<file path="src/rcc_consts.svh">
// register offsets, field positions, reset values and timing counts of the radio control block
// assumes an AXI4-Lite slave with word registers; byte address is four times the index
//
// How it works
// - select 1 or 5: fifteen of sixteen bits
// - select 2 or 6: sixteen of sixteen bits
// - select 3 or 7: thirty of thirty-two bits
// - select 4: carrier sense only, no sync
// - transmit sync: none, single or repeated word
// - mantissa has implied leading one, resets 248
// - offset is (256+mantissa) times 2^exp times channel
// - two-bit exponent scales spacing by powers of two
// - after packet: 0 idle, 1 synth on
// - after-transmit 2 stays in transmit, sends preamble
// - autocal 0 manual only, 2 on transmit-to-idle other than packet end with after-transmit 3
// - autocal 1 on idle to transmit or synth
// - autocal 3 every fourth transmit-to-idle return other than packet end with after-transmit 3
// - chip ready low after programmed counter expirations
// - powerup wait count survives sleep
// - reserved bits read as zero
`ifndef RCC_CONSTS_SVH
`define RCC_CONSTS_SVH

`define RCC_IDX_CHANNEL_NUMBER 6'h0A
`define RCC_IDX_SYNC 6'h12
`define RCC_IDX_MODEM 6'h13
`define RCC_IDX_MANT 6'h14
`define RCC_IDX_AFTX 6'h15
`define RCC_IDX_CALPWR 6'h18
`define RCC_IDX_STATUS 6'h1F

`define RCC_SYNC_LSB 0
`define RCC_EXP_LSB 0
`define RCC_AFTX_LSB 0
`define RCC_AUTOCAL_LSB 4
`define RCC_PWRUP_LSB 2
`define RCC_ST_STATE_LSB 0
`define RCC_ST_READY_BIT 3
`define RCC_ST_CALCNT_LSB 4

`define RCC_RST_CHANNEL_NUMBER 8'h00
`define RCC_RST_SYNC 3'h2
`define RCC_RST_EXP 2'h2
`define RCC_RST_MANT 8'hF8
`define RCC_RST_AFTX 2'h0
`define RCC_RST_AUTOCAL 2'h0
`define RCC_RST_PWRUP 2'h2

`define RCC_RIPPLE_BITS 6
`define RCC_MANT_LEAD 9'h100

`define RCC_RESP_OKAY 2'h0
`define RCC_RESP_SLVERR 2'h2

`endif

</file>
<file path="src/rcc_pkg.sv">
// types shared by the radio control block
// assumes nothing beyond the constants header
package rcc_pkg;

  typedef enum logic [2:0] {
    RCC_ST_IDLE = 3'b000,
    RCC_ST_CAL = 3'b001,
    RCC_ST_SYNTH_ON = 3'b010,
    RCC_ST_TX = 3'b011,
    RCC_ST_SLEEP = 3'b100
  } rcc_state_t;

  typedef enum logic [1:0] {
    RCC_QUAL_NONE = 2'b00,
    RCC_QUAL_15_16 = 2'b01,
    RCC_QUAL_16_16 = 2'b10,
    RCC_QUAL_30_32 = 2'b11
  } rcc_qual_t;

  typedef enum logic [1:0] {
    RCC_TXSYNC_NONE = 2'b00,
    RCC_TXSYNC_SINGLE = 2'b01,
    RCC_TXSYNC_REPEAT = 2'b10
  } rcc_txsync_t;

endpackage

</file>
<file path="src/rcc_powerup_timer.sv">
// power-up wait: counts expirations of a ripple counter after the crystal is stable
// assumes osc_ok_i drops whenever the crystal stops
`timescale 1ns/100ps
`default_nettype none
`include "rcc_consts.svh"
module rcc_powerup_timer #(
  parameter int RIPPLE_BITS = `RCC_RIPPLE_BITS
) (
  // clock and reset
  input wire logic clk_i,
  input wire logic rst_n_i,
  // control
  input wire logic osc_ok_i,
  input wire logic [1:0] sel_i,
  // status
  output logic done_o
);

  logic [RIPPLE_BITS-1:0] ripple_q;
  logic [8:0] expire_q;
  logic [8:0] target;
  logic wrap;

  always_comb
  begin
    case (sel_i)
      2'h0: target = 9'h001;
      2'h1: target = 9'h010;
      2'h2: target = 9'h040;
      default: target = 9'h100;
    endcase
  end

  assign wrap = &ripple_q;

  always_ff @(posedge clk_i or negedge rst_n_i)
  begin
    if (!rst_n_i)
    begin
      ripple_q <= '0;
      expire_q <= 9'h000;
      done_o <= 1'b0;
    end
    else if (!osc_ok_i)
    begin
      ripple_q <= '0;
      expire_q <= 9'h000;
      done_o <= 1'b0;
    end
    else if (!done_o)
    begin
      ripple_q <= ripple_q + 1'b1;
      if (wrap)
      begin
        expire_q <= expire_q + 9'h001;
        done_o <= (expire_q + 9'h001) == target;
      end
    end
  end

endmodule
`default_nettype wire

</file>
<file path="src/rcc_sync_decode.sv">
// decode of the sync qualifier select field
// assumes the caller registers the outputs
`timescale 1ns/100ps
`default_nettype none
module rcc_sync_decode
  import rcc_pkg::*;
(
  // select
  input wire logic [2:0] sel_i,
  // decoded
  output rcc_pkg::rcc_qual_t qual_o,
  output logic cs_en_o,
  output rcc_pkg::rcc_txsync_t txsync_o
);

  always_comb
  begin
    cs_en_o = sel_i[2];
    case (sel_i[1:0])
      2'b01: qual_o = RCC_QUAL_15_16;
      2'b10: qual_o = RCC_QUAL_16_16;
      2'b11: qual_o = RCC_QUAL_30_32;
      default: qual_o = RCC_QUAL_NONE;
    endcase
    case (sel_i[1:0])
      2'b00: txsync_o = RCC_TXSYNC_NONE;
      2'b11: txsync_o = RCC_TXSYNC_REPEAT;
      default: txsync_o = RCC_TXSYNC_SINGLE;
    endcase
  end

endmodule
`default_nettype wire

</file>
<file path="src/rcc_top.sv">
// radio control configuration registers, radio state sequencing and power-up wait
// assumes an AXI4-Lite master and synchronous strobes from the radio core
`timescale 1ns/100ps
`default_nettype none
`include "rcc_consts.svh"
module rcc_top
  import rcc_pkg::*;
#(
  parameter int RIPPLE_BITS = `RCC_RIPPLE_BITS
) (
  // clock and reset
  input wire logic REF_CLK_I,
  input wire logic NRST_I,
  // axi write address
  input wire logic [7:0] S_AXI_AWADDR_I,
  input wire logic S_AXI_AWVALID_I,
  output logic S_AXI_AWREADY_O,
  // axi write data
  input wire logic [31:0] S_AXI_WDATA_I,
  input wire logic [3:0] S_AXI_WSTRB_I,
  input wire logic S_AXI_WVALID_I,
  output logic S_AXI_WREADY_O,
  // axi write response
  output logic [1:0] S_AXI_BRESP_O,
  output logic S_AXI_BVALID_O,
  input wire logic S_AXI_BREADY_I,
  // axi read
  input wire logic [7:0] S_AXI_ARADDR_I,
  input wire logic S_AXI_ARVALID_I,
  output logic S_AXI_ARREADY_O,
  output logic [31:0] S_AXI_RDATA_O,
  output logic [1:0] S_AXI_RRESP_O,
  output logic S_AXI_RVALID_O,
  input wire logic S_AXI_RREADY_I,
  // radio core strobes
  input wire logic TX_START_I,
  input wire logic SYNTH_ON_I,
  input wire logic IDLE_I,
  input wire logic CALIBRATE_STROBE_I,
  input wire logic PKT_DONE_I,
  input wire logic CAL_DONE_I,
  input wire logic SLEEP_I,
  input wire logic CRYSTAL_OSCILLATOR_STABLE_I,
  // radio core controls
  output rcc_pkg::rcc_state_t STATE_O,
  output logic CAL_START_O,
  output logic PREAMBLE_START_O,
  output logic CHIP_READY_N_O,
  output logic [19:0] CHANNEL_OFFSET_O,
  output rcc_pkg::rcc_qual_t SYNC_QUAL_O,
  output logic SYNC_CS_EN_O,
  output rcc_pkg::rcc_txsync_t TX_SYNC_O
);

  logic aw_held_q;
  logic [5:0] awidx_q;
  logic w_held_q;
  logic [7:0] wbyte_q;
  logic wstrb0_q;
  logic aw_hs;
  logic w_hs;
  logic do_write;
  logic aw_held_d;
  logic w_held_d;
  logic ar_hs;
  logic rvalid_d;
  logic [5:0] aridx;
  logic wr_hit;

  logic [7:0] channel_number_q;
  logic [2:0] sync_sel_q;
  logic [1:0] spacing_exponent_q;
  logic [7:0] spacing_mantissa_q;
  logic [1:0] after_transmit_state_q;
  logic [1:0] auto_cal_select_q;
  logic [1:0] powerup_wait_count_q;

  rcc_state_t state_q;
  rcc_state_t cal_ret_q;
  logic [1:0] tx_idle_cnt_q;
  logic pwr_done;
  rcc_qual_t qual;
  logic cs_en;
  rcc_txsync_t txsync;
  logic cal_on_exit;
  logic [16:0] base_prod;
  logic [19:0] offset;

  assign aw_hs = S_AXI_AWVALID_I & S_AXI_AWREADY_O;
  assign w_hs = S_AXI_WVALID_I & S_AXI_WREADY_O;
  assign do_write = aw_held_q & w_held_q & ~S_AXI_BVALID_O;
  assign aw_held_d = (aw_held_q | aw_hs) & ~do_write;
  assign w_held_d = (w_held_q | w_hs) & ~do_write;
  assign ar_hs = S_AXI_ARVALID_I & S_AXI_ARREADY_O;
  assign rvalid_d = ar_hs | (S_AXI_RVALID_O & ~S_AXI_RREADY_I);
  assign aridx = S_AXI_ARADDR_I[7:2];

  always_comb
  begin
    case (awidx_q)
      `RCC_IDX_CHANNEL_NUMBER, `RCC_IDX_SYNC, `RCC_IDX_MODEM, `RCC_IDX_MANT,
      `RCC_IDX_AFTX, `RCC_IDX_CALPWR, `RCC_IDX_STATUS: wr_hit = 1'b1;
      default: wr_hit = 1'b0;
    endcase
  end

  // write address and data capture, either order
  always_ff @(posedge REF_CLK_I or negedge NRST_I)
  begin
    if (!NRST_I)
    begin
      aw_held_q <= 1'b0;
      w_held_q <= 1'b0;
      awidx_q <= 6'h00;
      wbyte_q <= 8'h00;
      wstrb0_q <= 1'b0;
      S_AXI_AWREADY_O <= 1'b0;
      S_AXI_WREADY_O <= 1'b0;
    end
    else
    begin
      aw_held_q <= aw_held_d;
      w_held_q <= w_held_d;
      S_AXI_AWREADY_O <= ~aw_held_d;
      S_AXI_WREADY_O <= ~w_held_d;
      if (aw_hs)
        awidx_q <= S_AXI_AWADDR_I[7:2];
      if (w_hs)
      begin
        wbyte_q <= S_AXI_WDATA_I[7:0];
        wstrb0_q <= S_AXI_WSTRB_I[0];
      end
    end
  end

  // write response
  always_ff @(posedge REF_CLK_I or negedge NRST_I)
  begin
    if (!NRST_I)
    begin
      S_AXI_BVALID_O <= 1'b0;
      S_AXI_BRESP_O <= `RCC_RESP_OKAY;
    end
    else if (do_write)
    begin
      S_AXI_BVALID_O <= 1'b1;
      S_AXI_BRESP_O <= wr_hit ? `RCC_RESP_OKAY : `RCC_RESP_SLVERR;
    end
    else if (S_AXI_BREADY_I)
      S_AXI_BVALID_O <= 1'b0;
  end

  // configuration that is lost in sleep
  always_ff @(posedge REF_CLK_I or negedge NRST_I)
  begin
    if (!NRST_I)
    begin
      channel_number_q <= `RCC_RST_CHANNEL_NUMBER;
      sync_sel_q <= `RCC_RST_SYNC;
      spacing_exponent_q <= `RCC_RST_EXP;
      spacing_mantissa_q <= `RCC_RST_MANT;
      after_transmit_state_q <= `RCC_RST_AFTX;
      auto_cal_select_q <= `RCC_RST_AUTOCAL;
    end
    else if (state_q == RCC_ST_SLEEP)
    begin
      channel_number_q <= `RCC_RST_CHANNEL_NUMBER;
      sync_sel_q <= `RCC_RST_SYNC;
      spacing_exponent_q <= `RCC_RST_EXP;
      spacing_mantissa_q <= `RCC_RST_MANT;
      after_transmit_state_q <= `RCC_RST_AFTX;
      auto_cal_select_q <= `RCC_RST_AUTOCAL;
    end
    else if (do_write && wstrb0_q)
    begin
      case (awidx_q)
        `RCC_IDX_CHANNEL_NUMBER: channel_number_q <= wbyte_q;
        `RCC_IDX_SYNC: sync_sel_q <= wbyte_q[`RCC_SYNC_LSB +: 3];
        `RCC_IDX_MODEM: spacing_exponent_q <= wbyte_q[`RCC_EXP_LSB +: 2];
        `RCC_IDX_MANT: spacing_mantissa_q <= wbyte_q;
        `RCC_IDX_AFTX: after_transmit_state_q <= wbyte_q[`RCC_AFTX_LSB +: 2];
        `RCC_IDX_CALPWR: auto_cal_select_q <= wbyte_q[`RCC_AUTOCAL_LSB +: 2];
        default: ;
      endcase
    end
  end

  // power-up wait count kept through sleep
  always_ff @(posedge REF_CLK_I or negedge NRST_I)
  begin
    if (!NRST_I)
      powerup_wait_count_q <= `RCC_RST_PWRUP;
    else if (do_write && wstrb0_q && awidx_q == `RCC_IDX_CALPWR)
      powerup_wait_count_q <= wbyte_q[`RCC_PWRUP_LSB +: 2];
  end

  // read path
  always_ff @(posedge REF_CLK_I or negedge NRST_I)
  begin
    if (!NRST_I)
    begin
      S_AXI_ARREADY_O <= 1'b0;
      S_AXI_RVALID_O <= 1'b0;
      S_AXI_RDATA_O <= 32'h0000_0000;
      S_AXI_RRESP_O <= `RCC_RESP_OKAY;
    end
    else
    begin
      S_AXI_ARREADY_O <= ~rvalid_d;
      S_AXI_RVALID_O <= rvalid_d;
      if (ar_hs)
      begin
        S_AXI_RDATA_O <= 32'h0000_0000;
        S_AXI_RRESP_O <= `RCC_RESP_OKAY;
        case (aridx)
          `RCC_IDX_CHANNEL_NUMBER: S_AXI_RDATA_O[7:0] <= channel_number_q;
          `RCC_IDX_SYNC: S_AXI_RDATA_O[`RCC_SYNC_LSB +: 3] <= sync_sel_q;
          `RCC_IDX_MODEM: S_AXI_RDATA_O[`RCC_EXP_LSB +: 2] <= spacing_exponent_q;
          `RCC_IDX_MANT: S_AXI_RDATA_O[7:0] <= spacing_mantissa_q;
          `RCC_IDX_AFTX: S_AXI_RDATA_O[`RCC_AFTX_LSB +: 2] <= after_transmit_state_q;
          `RCC_IDX_CALPWR:
          begin
            S_AXI_RDATA_O[`RCC_AUTOCAL_LSB +: 2] <= auto_cal_select_q;
            S_AXI_RDATA_O[`RCC_PWRUP_LSB +: 2] <= powerup_wait_count_q;
          end
          `RCC_IDX_STATUS:
          begin
            S_AXI_RDATA_O[`RCC_ST_STATE_LSB +: 3] <= state_q;
            S_AXI_RDATA_O[`RCC_ST_READY_BIT] <= ~CHIP_READY_N_O;
            S_AXI_RDATA_O[`RCC_ST_CALCNT_LSB +: 2] <= tx_idle_cnt_q;
          end
          default: S_AXI_RRESP_O <= `RCC_RESP_SLVERR;
        endcase
      end
    end
  end

  // calibration on the way back from transmit to idle
  always_comb
  begin
    case (auto_cal_select_q)
      2'h2: cal_on_exit = 1'b1;
      2'h3: cal_on_exit = tx_idle_cnt_q == 2'h3;
      default: cal_on_exit = 1'b0;
    endcase
  end

  // radio state sequencing
  always_ff @(posedge REF_CLK_I or negedge NRST_I)
  begin
    if (!NRST_I)
    begin
      state_q <= RCC_ST_IDLE;
      cal_ret_q <= RCC_ST_IDLE;
      tx_idle_cnt_q <= 2'h0;
      CAL_START_O <= 1'b0;
      PREAMBLE_START_O <= 1'b0;
    end
    else
    begin
      CAL_START_O <= 1'b0;
      PREAMBLE_START_O <= 1'b0;
      case (state_q)
        RCC_ST_IDLE:
          if (SLEEP_I)
            state_q <= RCC_ST_SLEEP;
          else if (CALIBRATE_STROBE_I)
          begin
            state_q <= RCC_ST_CAL;
            cal_ret_q <= RCC_ST_IDLE;
            CAL_START_O <= 1'b1;
          end
          else if (TX_START_I || SYNTH_ON_I)
          begin
            if (auto_cal_select_q == 2'h1)
            begin
              state_q <= RCC_ST_CAL;
              cal_ret_q <= TX_START_I ? RCC_ST_TX : RCC_ST_SYNTH_ON;
              CAL_START_O <= 1'b1;
            end
            else
              state_q <= TX_START_I ? RCC_ST_TX : RCC_ST_SYNTH_ON;
          end
        RCC_ST_CAL:
          if (CAL_DONE_I)
            state_q <= cal_ret_q;
        RCC_ST_SYNTH_ON:
          if (TX_START_I)
            state_q <= RCC_ST_TX;
          else if (IDLE_I)
            state_q <= RCC_ST_IDLE;
        RCC_ST_TX:
          if (IDLE_I || (PKT_DONE_I && after_transmit_state_q[1] == 1'b0 &&
                         after_transmit_state_q[0] == 1'b0))
          begin
            tx_idle_cnt_q <= tx_idle_cnt_q + 2'h1;
            if (cal_on_exit)
            begin
              state_q <= RCC_ST_CAL;
              cal_ret_q <= RCC_ST_IDLE;
              CAL_START_O <= 1'b1;
            end
            else
              state_q <= RCC_ST_IDLE;
          end
          else if (PKT_DONE_I)
          begin
            case (after_transmit_state_q)
              2'h1: state_q <= RCC_ST_SYNTH_ON;
              2'h2: PREAMBLE_START_O <= 1'b1;
              default: state_q <= RCC_ST_IDLE;
            endcase
          end
        RCC_ST_SLEEP:
          if (!SLEEP_I)
            state_q <= RCC_ST_IDLE;
        default: state_q <= RCC_ST_IDLE;
      endcase
    end
  end

  rcc_powerup_timer #(
    .RIPPLE_BITS(RIPPLE_BITS)
  ) u_pwr (
    .clk_i(REF_CLK_I),
    .rst_n_i(NRST_I),
    .osc_ok_i(CRYSTAL_OSCILLATOR_STABLE_I && state_q != RCC_ST_SLEEP),
    .sel_i(powerup_wait_count_q),
    .done_o(pwr_done)
  );

  rcc_sync_decode u_sync (
    .sel_i(sync_sel_q),
    .qual_o(qual),
    .cs_en_o(cs_en),
    .txsync_o(txsync)
  );

  assign base_prod = ({`RCC_MANT_LEAD} | {1'b0, spacing_mantissa_q}) * channel_number_q;
  assign offset = {3'b000, base_prod} << spacing_exponent_q;

  // registered outputs
  always_ff @(posedge REF_CLK_I or negedge NRST_I)
  begin
    if (!NRST_I)
    begin
      CHIP_READY_N_O <= 1'b1;
      CHANNEL_OFFSET_O <= 20'h0_0000;
      SYNC_QUAL_O <= RCC_QUAL_NONE;
      SYNC_CS_EN_O <= 1'b0;
      TX_SYNC_O <= RCC_TXSYNC_NONE;
    end
    else
    begin
      CHIP_READY_N_O <= ~pwr_done;
      CHANNEL_OFFSET_O <= offset;
      SYNC_QUAL_O <= qual;
      SYNC_CS_EN_O <= cs_en;
      TX_SYNC_O <= txsync;
    end
  end

  assign STATE_O = state_q;

endmodule
`default_nettype wire
</file>
<file path="config.mk">
export PLATFORM = sky130hd
export DESIGN_NAME = rcc_top
export DESIGN_NICKNAME = d
export VERILOG_FILES = /design/src/rcc_pkg.sv /design/src/rcc_powerup_timer.sv /design/src/rcc_sync_decode.sv /design/src/rcc_top.sv
export VERILOG_INCLUDE_DIRS = /design/src
export SDC_FILE = /design/constraint.sdc
export NUM_CORES = 1
export LEC_CHECK = 0
export ABC_AREA = 1
export BUFFER_PORTS_ARGS = -buffer_cell sky130_fd_sc_hd__buf_2
export CORE_MARGIN = 1.5
export CORE_UTILIZATION = 25
export CTS_CLUSTER_DIAMETER = 80
export CTS_CLUSTER_SIZE = 25
export DETAILED_ROUTE_END_ITERATION = 16
export SLEW_MARGIN = 15
export SYNTH_ARGS = -nofsm -noshare
export SYNTH_HDL_FRONTEND = slang
export SYNTH_SLANG_ARGS = --single-unit
</file>
<file path="constraint.sdc">
create_clock -name REF_CLK_I -period 6.4 [get_ports REF_CLK_I]
set_input_delay 1.28 -clock REF_CLK_I [delete_from_list [all_inputs] [get_ports REF_CLK_I]]
set_output_delay 1.28 -clock REF_CLK_I [all_outputs]
set_load 0.05 [all_outputs]
</file>
==> results.json <==
{
  "max_stage_delay_ns": 0.67,
  "drv_slew": 0,
  "clk_latency_ns": 0.37,
  "reg2reg_from": "channel_number_q[4]$_DFFE_PN0P_",
  "drive_above_1_share_pct": 13.6,
  "post-route-period-util_pct": 69.9,
  "crit_fanout": 11,
  "reg2reg_slack_ns": 1.93,
  "cts_root_buf": "clkbuf_16",
  "met2_usage_pct": 19.4,
  "ys_warn_count": 0,
  "wl_per_cell_um": 12.4,
  "yosysSeqAreaShare_pct": 34.0,
  "multi_input_area_um2": 4320,
  "diodes": 0,
  "routed_wl_um": 19500,
  "die_x_um": 183,
  "netlist_instances": 1073,
  "synth_cell_types": 45,
  "start_util_pct": 25.6,
  "setup_violations": 0,
  "power_leakage_nw": 5.23,
  "internal_power_mw": 1.53,
  "cts.clk_slew.worst_paths_ns": 0.08,
  "finClkSkew_ns": 0.0175,
  "syn_area_per_cell_um2": 7.58,
  "worstPathArrival_ns": 4.71,
  "final_common_cell": "nand2_1",
  "critPathKind": "flip-flop to flip-flop",
  "core_um2": 31800,
  "finalHoldViolCount": 0,
  "cts_tree": "done",
  "end_kind": "flip-flop",
  "cts_buffer_depth": 2,
  "hpwl_um": 15300,
  "seqCellArea_um2": 2760,
  "cp.depth": 19,
  "synth_edf_count": 0,
  "slew_headroom_pct": 41.3,
  "grt_antenna_before_repair": 0,
  "io_buffers": 81,
  "drtAntennaViolNets": 0,
  "crit_path_frequent_cell": "nand2_1",
  "gp_congestion": 0.842,
  "first_global_vias": 6645,
  "grt_setup_unrepaired": "no",
  "met3_usage_pct": 3.01,
  "tightest_slew_ns": 0.881,
  "p_clk_share_pct": 22.9,
  "cts-buffers-inserted": 9,
  "power-per-cell-area_nw_per_um2": 305,
  "syn_to_final_growth_pct": 13.4,
  "grt_max_degree": 68,
  "drtIter0Drc": 373,
  "crit_family": "adder cells",
  "ioPinCount": 139,
  "die_area_um2": 33600,
  "drc": 0,
  "post-place-ws_ns": 2.00,
  "cp.buffers_inverters": 5,
  "tns_ns": 0,
  "grt_overflow_total": 0,
  "startpoint_type": "flip-flop",
  "comb_power_share_pct": 36.7,
  "final_cell_mix": "nand2_1, inv_1, dfrtp_1, buf_2, nand3_1",
  "synth_ff_type": "dfrtp_1",
  "first_pass_iters": 5,
  "nFillCells": 3541,
  "hold_class": "flip-flop to flip-flop",
  "synth_seq_cells": 110,
  "fin_crit_ns": 4.47,
  "grt_pass1_wl_um": 32300,
  "final.setup.worst_slack_ns": 1.93,
  "syn_area_um2": 8140,
  "worstHoldPathCells": 1,
  "max_freq_ghz": 0.224,
  "grt_use_total_pct": 11.9,
  "vias": 6721,
  "hold_buffers": 0,
  "busiest_layer": "met2",
  "post-cts-setup-buffer-count": 0,
  "htree_levels": 3,
  "reg2reg_to": "CHANNEL_OFFSET_O[13]$_DFF_PN0_",
  "die_y_um": 183,
  "power_switching_mw": 1.29,
  "ys_async_sr_fraction_pct": 100,
  "grt_use_met1_pct": 15.7,
  "worstHoldStart": "S_AXI_RVALID_O$_DFF_PN0_",
  "via_per_inst": 4.26,
  "cap_viol_max_count": 0,
  "critPathSlowestCell": "dfrtp_1",
  "clock-sinks": 110,
  "reg2reg_depth": 19,
  "nets": 1292,
  "critical_path_required_ns": 6.64,
  "ctsResizeCount": 0,
  "crit_chain": "nand2_1 > fa_1 > inv_1 > fa_1 > fa_1 > inv_1 > fa_1 > inv_1 > ha_1 > nand2_2 > inv_1 > nand2_1 > nand2_1 > inv_1 > nand2_1 > xnor2_1 > nand2_1 > nand3_1 > nand2_1",
  "ir_drop_mv": 0.157,
  "min_to": "S_AXI_ARREADY_O$_DFF_PN0_",
  "num_rows": 65,
  "outcome": "finished, final reports clean",
  "power_frac_seq_pct": 40.5,
  "switching_share_pct": 45.7
}
==> state kept, by name, summed over array words and instances, names as in the netlist, 2 cells and up <==
signal / count
u_pwr.expire_q: 9
S_AXI_RDATA_O: 8
spacing_mantissa_q: 8
channel_number_q: 8
STATE_O: 3
CHANNEL_OFFSET_O: 20
auto_cal_select_q: 2
TX_SYNC_O: 2
u_pwr.ripple_q: 6
awidx_q: 6
sync_sel_q: 3
after_transmit_state_q: 2
powerup_wait_count_q: 2
tx_idle_cnt_q: 2
SYNC_QUAL_O: 2
spacing_exponent_q: 2
wbyte_q: 8
cal_ret_q: 2
==> worst reg2reg max path: cells and delay by family (launching register included) <==
| family | cells | cell delay, ns |
|---|---|---|
| XOR/XNOR | 1 | 0.22 |
| adder cells (fa/ha/maj) | 5 | 2.51 |
| buffers and inverters | 5 | 0.25 |
| flip-flops | 1 | 0.67 |
| AND/OR/NAND/NOR | 8 | 0.71 |
==> routing by layer <==
metal	wire [µm]	vias to the layer above
li1	-	3388
met1	9140	3144
met2	8970	166
met3	1070	23
met4	330	0
met5	0	-
==> per-stage QoR <==
stage                     util (%)  power [mW]  instances  hold slack, ns  instance area, µm²
after floorplan                  -        1.89       1098           0.374                8230
after global placement        27.9        2.17       1563           0.446                8890
after detailed placement      27.9        2.19       1563           0.449                8890
after CTS                     29.0        2.84       1579           0.461                9230
after global routing          29.0        3.00       1579           0.488                9230
final                         29.0        2.81       1579           0.457                9230
==> cell usage after synthesis (5+ instances only) <==
| cell | number | area share, % |
|---|---|---|
| inv_1 | 213 | 9.8 |
| o22ai_1 | 10 | 0.77 |
| nand4_1 | 14 | 1.1 |
| nor3_1 | 7 | 0.43 |
| a21oi_1 | 20 | 1.2 |
| o21ai_0 | 48 | 3.0 |
| buf_4 | 26 | 2.4 |
| inv_2 | 9 | 0.42 |
| xor2_1 | 5 | 0.54 |
| nand2_2 | 13 | 1.0 |
| buf_2 | 9 | 0.55 |
| fa_1 | 42 | 10 |
| nand3_2 | 7 | 0.86 |
| clkbuf_1 | 17 | 0.78 |
| dfrtp_1 | 101 | 31 |
| o21ai_1 | 10 | 0.62 |
| nor2_2 | 10 | 0.77 |
| dfstp_2 | 9 | 2.9 |
| nand3_1 | 77 | 4.7 |
| nor2_1 | 49 | 2.3 |
| ha_1 | 44 | 6.8 |
| nand2_1 | 288 | 13 |
==> power by group through the flow <==
stage	Sequential [mW]	Combinational (mW)	Clock [mW]
2_1_floorplan	1.29	0.599	0
3_3_place_gp	1.15	1.02	0
3_5_place_dp	1.15	1.04	0
4_1_cts	1.14	1.04	0.659
5_1_grt	1.17	1.15	0.683
6_report	1.14	1.03	0.643
==> area by class of cell <==
class                           count  share of cell area, %
Multi-Input combinational cell    711                   46.8
Tap cell                          435                   5.90
Inverter                          225                   9.16
Clock inverter                      6                   1.07
Sequential cell                   110                   30.0
Timing Repair Buffer               82                   4.50
Clock buffer                       10                   2.59
==> logic make-up (layout without fill, tap and decap cells) <==
group | after synthesis | in the layout | share of synthesized area [%]
AOI/OAI and AO/OA | 107 | 107 | 7.46
buffers and inverters | 277 | 323 | 14.1
and+or+nand+nor | 479 | 479 | 25.8
adders and majority gates | 86 | 86 | 17.1
muxes | 4 | 4 | 0.507
DFF | 110 | 110 | 34.0
other | 1 | 26 | 0.0461
xor gates and xnor gates | 9 | 9 | 0.969
==> worst max path at each step <==
stage                     slack, ns                              start                              to
after floorplan                2.21  spacing_mantissa_q[4]$_DFFE_PN1P_  CHANNEL_OFFSET_O[16]$_DFF_PN0_
after global placement         2.03    channel_number_q[4]$_DFFE_PN0P_  CHANNEL_OFFSET_O[11]$_DFF_PN0_
after CTS                      1.92  spacing_mantissa_q[4]$_DFFE_PN1P_  CHANNEL_OFFSET_O[13]$_DFF_PN0_
after detailed placement       2.00  spacing_mantissa_q[4]$_DFFE_PN1P_  CHANNEL_OFFSET_O[13]$_DFF_PN0_
final                          1.93    channel_number_q[4]$_DFFE_PN0P_  CHANNEL_OFFSET_O[13]$_DFF_PN0_
after global routing           1.62    channel_number_q[4]$_DFFE_PN0P_  CHANNEL_OFFSET_O[15]$_DFF_PN0_
Note: power is estimated with default switching activity, not from simulation.
